## config.mk

```make
export PLATFORM = sky130hd
export DESIGN_NAME = shp_prescaler
export DESIGN_NICKNAME = d
export VERILOG_FILES = /design/src/shp_ratio_tap.v /design/src/shp_prescaler.v
export VERILOG_INCLUDE_DIRS = /design/src
export SDC_FILE = /design/constraint.sdc
export NUM_CORES = 1
export LEC_CHECK = 0
export ABC_AREA = 0
export BUFFER_PORTS_ARGS = -buffer_cell sky130_fd_sc_hd__buf_2
export CAP_MARGIN = 10
export CELL_PAD_IN_SITES_DETAIL_PLACEMENT = 1
export CELL_PAD_IN_SITES_GLOBAL_PLACEMENT = 2
export CORE_MARGIN = 8
export CORE_UTILIZATION = 39
export CTS_BUF_LIST = sky130_fd_sc_hd__clkbuf_8
export CTS_CLUSTER_DIAMETER = 80
export CTS_CLUSTER_SIZE = 14
export DETAILED_ROUTE_END_ITERATION = 7
export GPL_TIMING_DRIVEN = 0
export HOLD_SLACK_MARGIN = 0.06
export PLACE_DENSITY_LB_ADDON = 0.1
export SETUP_SLACK_MARGIN = 0.1
export SLEW_MARGIN = 20
export SYNTH_ARGS = -nofsm -noshare
export SYNTH_HDL_FRONTEND = slang
export SYNTH_HIERARCHICAL = 1
export SYNTH_SLANG_ARGS = --single-unit
```

## constraint.sdc

```tcl
create_clock -name clock -period 4.6 [get_ports clock]
set_input_delay 0.69 -clock clock [delete_from_list [all_inputs] [get_ports clock]]
set_output_delay 0.69 -clock clock [all_outputs]
set_load 0.05 [all_outputs]
```

## src/shp_regs.vh

```
// shared prescaler constants: option field positions, reset values
// assumes inclusion by the prescaler design files only
`ifndef SHP_REGS_VH
`define SHP_REGS_VH
`define SHP_OPT_PS_LSB    0
`define SHP_OPT_PS_MSB    2
`define SHP_OPT_PSA_BIT   3
`define SHP_OPT_RESET     8'hFF
`define SHP_CNT_RESET     8'h00
`define SHP_CNT_WIDTH     8
`endif

```

## src/shp_ratio_tap.v

```verilog
// shared prescaler ratio tap: picks the counter bit that forms the divided output
// assumes a free-running count and a 3-bit ratio field from the same clock domain
`include "shp_regs.vh"
module shp_ratio_tap #(
  parameter WIDTH = `SHP_CNT_WIDTH
) (
  // count and ratio
  input  wire [WIDTH-1:0] count,
  input  wire [2:0]       ratio,
  input  wire             assign_wdt,
  // tapped bit
  output reg              tap
);
  // timer divides by 2^(ps+1), watchdog by 2^ps
  always @* begin
    if (assign_wdt) begin
      if (ratio == 3'h0)
        tap = 1'b0;
      else
        tap = count[ratio - 3'h1];
    end else begin
      tap = count[ratio];
    end
  end
endmodule

```

## src/shp_prescaler.v

```verilog
// shared prescaler: one 8-bit divide counter for the timer or the watchdog
// assumes core-side strobes are synchronous to clock; pin-side tick is synchronised here
//
// Functional notes
// one 8-bit divide counter, timer prescaler or watchdog postscaler
// counter serves one user; the other user runs undivided
// assign bit and 3-bit ratio come from option register low bits
// timer assigned: any timer count write clears the counter
// watchdog assigned: watchdog clear clears counter and watchdog
// no software read or direct write of the counter value
// counter is zero after any reset
// assignment changes take effect on option write, no halt needed
// software order for timer to watchdog switch avoids spurious reset
// software clears watchdog before switching to timer
// output pulses once every 2^(ps+1) timer ticks, 2^ps watchdog ticks
`include "shp_regs.vh"
module shp_prescaler #(
  parameter WIDTH = `SHP_CNT_WIDTH
) (
  // clock and reset
  input  wire       clock,
  input  wire       rst,
  // core side
  input  wire       option_wr,
  input  wire [7:0] option_data,
  input  wire       timer_count_wr,
  input  wire       wdt_clear,
  input  wire       timer_tick,
  // watchdog oscillator tick, asynchronous
  input  wire       wdt_tick_async,
  // outputs
  output reg        timer_inc_q,
  output reg        wdt_inc_q,
  output reg        wdt_clear_q,
  output reg        assign_wdt_q,
  output reg  [2:0] ratio_q
);
  // reset images of the option fields and the counter
  localparam [7:0]       OPT_RESET = `SHP_OPT_RESET;
  localparam [WIDTH-1:0] CNT_RESET = `SHP_CNT_RESET;
  localparam [WIDTH-1:0] CNT_ONE   = {{(WIDTH-1){1'b0}}, 1'b1};

  // divide counter and the bit tapped from it
  reg  [WIDTH-1:0] count_q;
  reg  [WIDTH-1:0] count_d;
  reg              tap_q;
  reg              tap_d;
  wire             tap;
  reg              div_edge;

  // watchdog oscillator synchroniser and edge detect
  reg              sync1_q;
  reg              sync2_q;
  reg              sync3_q;
  wire             wdt_tick;

  // option fields, next values
  reg              assign_wdt_d;
  reg        [2:0] ratio_d;

  // counter source and clear for the current user
  reg              src_tick;
  reg              clr;

  // registered outputs, next values
  reg              timer_inc_d;
  reg              wdt_inc_d;
  reg              wdt_clear_d;

  // first stage, reads the pin
  always @(posedge clock or posedge rst) begin
    if (rst) begin
      sync1_q <= 1'b0;
    end else begin
      sync1_q <= wdt_tick_async;
    end
  end

  // second stage, the only reader of the first
  always @(posedge clock or posedge rst) begin
    if (rst) begin
      sync2_q <= 1'b0;
    end else begin
      sync2_q <= sync1_q;
    end
  end

  // edge detect stage, idle low like the pin
  always @(posedge clock or posedge rst) begin
    if (rst) begin
      sync3_q <= 1'b0;
    end else begin
      sync3_q <= sync2_q;
    end
  end

  // one tick per rising edge of the oscillator
  assign wdt_tick = sync2_q & ~sync3_q;

  // option fields taken on the option write
  always @* begin
    assign_wdt_d = assign_wdt_q;
    ratio_d      = ratio_q;
    if (option_wr) begin
      assign_wdt_d = option_data[`SHP_OPT_PSA_BIT];
      ratio_d      = option_data[`SHP_OPT_PS_MSB:`SHP_OPT_PS_LSB];
    end
  end

  always @(posedge clock or posedge rst) begin
    if (rst) begin
      assign_wdt_q <= OPT_RESET[`SHP_OPT_PSA_BIT];
    end else begin
      assign_wdt_q <= assign_wdt_d;
    end
  end

  always @(posedge clock or posedge rst) begin
    if (rst) begin
      ratio_q <= OPT_RESET[`SHP_OPT_PS_MSB:`SHP_OPT_PS_LSB];
    end else begin
      ratio_q <= ratio_d;
    end
  end

  // clearing side effects are the only writes to the counter
  always @* begin
    clr      = timer_count_wr;
    src_tick = timer_tick;
    if (assign_wdt_q) begin
      clr      = wdt_clear;
      src_tick = wdt_tick;
    end
  end

  // clear beats a tick in the same cycle
  always @* begin
    count_d = count_q;
    if (clr) begin
      count_d = CNT_RESET;
    end else if (src_tick) begin
      count_d = count_q + CNT_ONE;
    end
  end

  // counter register, zero after any reset
  always @(posedge clock or posedge rst) begin
    if (rst) begin
      count_q <= CNT_RESET;
    end else begin
      count_q <= count_d;
    end
  end

  shp_ratio_tap #(.WIDTH(WIDTH)) u_tap (
    .count      (count_q),
    .ratio      (ratio_q),
    .assign_wdt (assign_wdt_q),
    .tap        (tap)
  );

  // clear forgets the tap and drops its edge, so no divided pulse comes in the clear cycle
  always @* begin
    tap_d    = tap;
    div_edge = tap & ~tap_q & ~clr;
    if (clr) begin
      tap_d = 1'b0;
    end
  end

  always @(posedge clock or posedge rst) begin
    if (rst) begin
      tap_q <= 1'b0;
    end else begin
      tap_q <= tap_d;
    end
  end

  // the unassigned user runs undivided
  always @* begin
    timer_inc_d = timer_tick;
    wdt_inc_d   = wdt_tick;
    wdt_clear_d = wdt_clear;
    if (assign_wdt_q) begin
      // watchdog ratio 0: every tick passes except one in a clear cycle
      if (ratio_q == 3'h0) begin
        wdt_inc_d = wdt_tick & ~clr;
      end else begin
        wdt_inc_d = div_edge;
      end
    end else begin
      timer_inc_d = div_edge;
    end
  end

  // every output comes straight from a flop
  always @(posedge clock or posedge rst) begin
    if (rst) begin
      timer_inc_q <= 1'b0;
    end else begin
      timer_inc_q <= timer_inc_d;
    end
  end

  always @(posedge clock or posedge rst) begin
    if (rst) begin
      wdt_inc_q <= 1'b0;
    end else begin
      wdt_inc_q <= wdt_inc_d;
    end
  end

  // watchdog clear follows the instruction one cycle later
  always @(posedge clock or posedge rst) begin
    if (rst) begin
      wdt_clear_q <= 1'b0;
    end else begin
      wdt_clear_q <= wdt_clear_d;
    end
  end
endmodule

```

Word-level counts from Yosys, hierarchy flattened. Index checks and enable logic that the tools add are counted.

Logic and storage cells: 37. Input bits: 15. Bits in registers: 19.

Multiplexer cells: 14. $lt $le $gt $ge: 2. Bitwise logic cells: 7. Add/sub/neg operators: 2. Reduce and logical (&&, ||, !) cells: 2.

Operator list (count): $mux W8 (2); $mux W1 (10); $add A8 B1 Y8 const B (1); $lt A3 B4 Y1 const B (2); $bmux W1 S3 (2); $and A1 B1 Y1 (4); $logic_not A3 Y1 (1); $not A1 Y1 (3); $sub A3 B1 Y3 const B (1); $reduce_bool A2 Y1 (1).

Longest topological paths before layout.
Depth after elaboration: 9. Gate-level depth with buffers: 9. Gate-level depth less buffers: 8.

Cells and area by module. Netlist, hierarchy kept.

Modules (own cells, without submodules): shp_prescaler (sequential area each 480.5 µm², cells an instance 78, times used 1, area each 932.1 µm²); shp_ratio_tap (sequential area each 0.0 µm², cells an instance 23, times used 1, area each 260.2 µm²).

Least setup slack after synthesis. Ideal clock, no wire load.

Path kind: register to register. From: reg ratio_q[0]. To: reg wdt_inc_q. Setup slack: 2077 ps. Required time: 4466 ps. Clock period less this slack: 2523 ps. Arrival time: 2390 ps. Stages on the path, launching flop included: 10. Buffers on the path: 1. Path through: dfstp_2 buf_6 inv_1 ha_1 mux4_1 and3_1 o21ai_0 o211ai_1 nand3b_1 o21ai_0.

Longest elaborated chain between the ends: 9.

RTL lines: start: declaration (RTL line shp_prescaler.v:36) `output reg [2:0] ratio_q`; start signal: assignment (RTL line shp_prescaler.v:120) `` ratio_q <= OPT_RESET[`SHP_OPT_PS_MSB:`SHP_OPT_PS_LSB]; ``; start signal: assignment (RTL line shp_prescaler.v:122) `ratio_q <= ratio_d;`; $sub A3 B1 Y3 (RTL line shp_ratio_tap.v:20) `tap = count[ratio - 3'h1];`; $bmux W1 S3 (RTL line shp_ratio_tap.v:20); $mux W1 (not written as such) (RTL line shp_ratio_tap.v:20); $mux W1 (RTL line shp_ratio_tap.v:17) `if (ratio == 3'h0)`; $mux W1 * (RTL line shp_ratio_tap.v:16) `if (assign_wdt) begin`; via tap (RTL line shp_prescaler.v:48) `wire tap;`; $and A1 B1 Y1 * (2 in series) (RTL line shp_prescaler.v:165) `div_edge = tap & ~tap_q & ~clr;`; $mux W1 * (RTL line shp_prescaler.v:186) `if (ratio_q == 3'h0) begin`; $mux W1 * (RTL line shp_prescaler.v:184) `if (assign_wdt_q) begin`; via wdt_inc_d (RTL line shp_prescaler.v:67) `reg wdt_inc_d;`; end signal: assignment (RTL line shp_prescaler.v:209) `wdt_inc_q <= wdt_inc_d;`; end: declaration (RTL line shp_prescaler.v:33) `output reg wdt_inc_q,`.

Mark *: on every way through the listed nets, which the timed path passes. The rest lies on a longest branch. The select of a mux whose other input is x is not followed. A chain may end at the register's enable or synchronous reset.

Worst setup path after layout. Ends and elaborated chain as after synthesis.

==> results.md <==
- Top FF cell, synth: dfrtp_1
- Max-slew violation count: 0
- Multi-input logic area: 648 µm²
- Bufs on Longest Clock Path: 2
- Routability cong.: 0.774
- Fillers: 325
- Vias in the first global route: 938
- Worst Path Required: 4730 ps
- Seq/Total Area, Yosys: 40.3%
- IO buf count: 17
- Synth Register Bits: 19
- Total congestion overflow: 0
- Setup-failing EPs final: 0
- Diode count: 0
- Final hold vios: 0
- Worst setup SP type: flop
- Synthesized area per cell: 11.8 µm²
- Ys async rst share: 100%
- Crit. End Element: flop
- Hpwl dp: 1.93 mm
- Drt pass-1 iters: 3
- Synth unique cells: 36
- Pwr Density: 300 nW/µm²
- Post-route ant nets: 0
- First-pass GRT wire length: 4.62 mm
- Mapped Area: 1190 µm²
- Clock transition at path regs: 80 ps
- Worst hold path cell count: 0
- Htree depth: 1
- Num ports: 22
- Total Wirelength: 2.57 mm
- DRT iter0 DRCs: 23
- # DRC: 0
- Layout Area Growth over Synthesis: 14.7%
- Synth Instances: 101
- RSZ-0062 raised after global routing: no
- Final Critical Period: 2550 ps
- Outcome: completed
- Cts repair resizes: 0
- Commonest non-fill, non-tap cell in the layout: buf_2
- Die Wd: 71.3 µm
- Worst reg-to-reg path cell count: 9
- Cts hold-fix bufs: 0
- Area of the die: 5080 µm²
- Tot Pwr: 410 µW
- CP Class: reg -> reg
- Most frequent cells in the layout: 17 x buf_2, 15 x dfrtp_1, 11 x nand2_1
- TritonCTS clock tree: yes
- Share of layout cells above drive strength 1: 36.1%
- DR vias: 871
- Register area: 480 µm²
- Tot GR Track Use: 11.4%
- Post-synth EDFFs: 0
- CP Data Arrival Time: 2690 ps
- CTS Root Cell: clkbuf_8
- Number of max-cap violations: 0
- F_max: 392 MHz
- DR vias/cell: 5.62
- Core area: 2980 µm²
- Syn_nets: 119
- Hold Path Class: reg -> reg
- Postcts setup bufs: 0
- Largest net degree at the start of global routing: 20
- Routed wire per std cell: 16.6 µm
- Site Rows: 20
- Synth warn: 6
- Initial antenna violation count: 0
- Crit-path max FO: 6
- LEAKAGE: 0.595 nW
- Setup TNS: 0 ps
- Clock skew: 1.41 ps
- Tightest Pin Transition: 744 ps
- Slew margin rel.: 50.4%
- Initial Utilization: 40.0%
- Clock latency on the worst-skew pair: 260 ps
- Clock sink count: 19
- Die Ht: 71.3 µm
- Final #Nets: 141
- Peak VDD IR: 0.170 mV
- Total CTS buffers: 3
- Crit share post-route: 55.5%
## worst max-delay path, stage by stage (launching register included)
cell and delay (ps):
dfstp_2 560, buf_6 130, inv_1 70, ha_1 390, mux4_1 560, and3_1 190, o21ai_0 140, o211ai_1 180
nand3b_1 130, o21ai_0 70
## layout make-up
class / count / share of cell area, %
clock buffers: 3 / 3.02
multi-input cells: 72 / 47.4
plain buffers: 4 / 3.02
repair buffers: 17 / 6.22
clock inverters: 1 / 0.549
inverters: 6 / 1.65
flip-flops and latches: 19 / 35.1
well taps: 33 / 3.02
## Yosys cell counts, types with 2 or more instances
cell / number / area [µm²]
ha_1: 3 / 37.5
dfstp_2: 4 / 105
mux2_2: 5 / 56.3
or2b_1: 3 / 22.5
nor2b_1: 2 / 12.5
a21oi_1: 3 / 15.0
dfrtp_1: 15 / 375
buf_6: 3 / 33.8
and3_2: 2 / 15.0
a211oi_2: 3 / 37.5
o21ai_0: 2 / 10.0
a21boi_0: 2 / 15.0
nor3b_1: 2 / 15.0
nand3_1: 3 / 15.0
mux4_1: 3 / 78.8
nand4_1: 3 / 18.8
mux4_2: 2 / 45.0
o21a_1: 2 / 15.0
nand2_1: 11 / 41.3
mux2i_1: 7 / 70.1
inv_1: 6 / 22.5
## per-stage QoR
step                      setup WS (ps)  area, µm²  hold WS, ps  util (%)  cells
final                              2050       1370          352      45.9    155
after global routing               1860       1370          372      45.9    155
after CTS                          2020       1370          357      45.9    155
after detailed placement           2020       1320          339      44.3    151
after global placement             2020       1320          334      44.3    151
after floorplan                    2080       1190          331         -    101
## layer usage
layer,vias up,GRT usage [%],part of all wire (%)
li1,418,-,-
met1,434,13.2,45
met2,14,18.8,48
met3,5,3.63,5.4
met4,0,4.85,1.4
met5,-,0,0
## path summary, 6_finish.rpt
kind                       slack, ps       start     endpoint
setup / recovery                2050  ratio_q[0]    wdt_inc_q
hold / removal                   350     sync1_q      sync2_q
setup reg to reg                2050  ratio_q[0]    wdt_inc_q
hold reg to reg                  350     sync1_q      sync2_q
max in group asynchronous       3580         rst  wdt_clear_q
min in group asynchronous        540         rst      sync2_q
## sequential cells by signal (all words and copies together), names as in the netlist
register	count
sync1_q	1
ratio_q	3
sync3_q	1
assign_wdt_q	1
sync2_q	1
wdt_inc_q	1
timer_inc_q	1
count_q	8
wdt_clear_q	1
tap_q	1
## power by group
group	leakage, nW	switching (mW)	internal (mW)	total (mW)
logic	0.334	0.0570	0.0400	0.0970
registers	0.240	0.0124	0.179	0.192
clock network	0.0217	0.0598	0.0611	0.121
## logic make-up after synthesis
group	count (synthesis)	synth area share, %
and+or+nand+nor	34	17.1
DFF	19	40.3
muxes	18	22.9
AOI/OAI and AO/OA	17	11.2
buffers and inverters	10	5.35
adders and majority gates	3	3.15
Power figures use the tool's default switching activity.
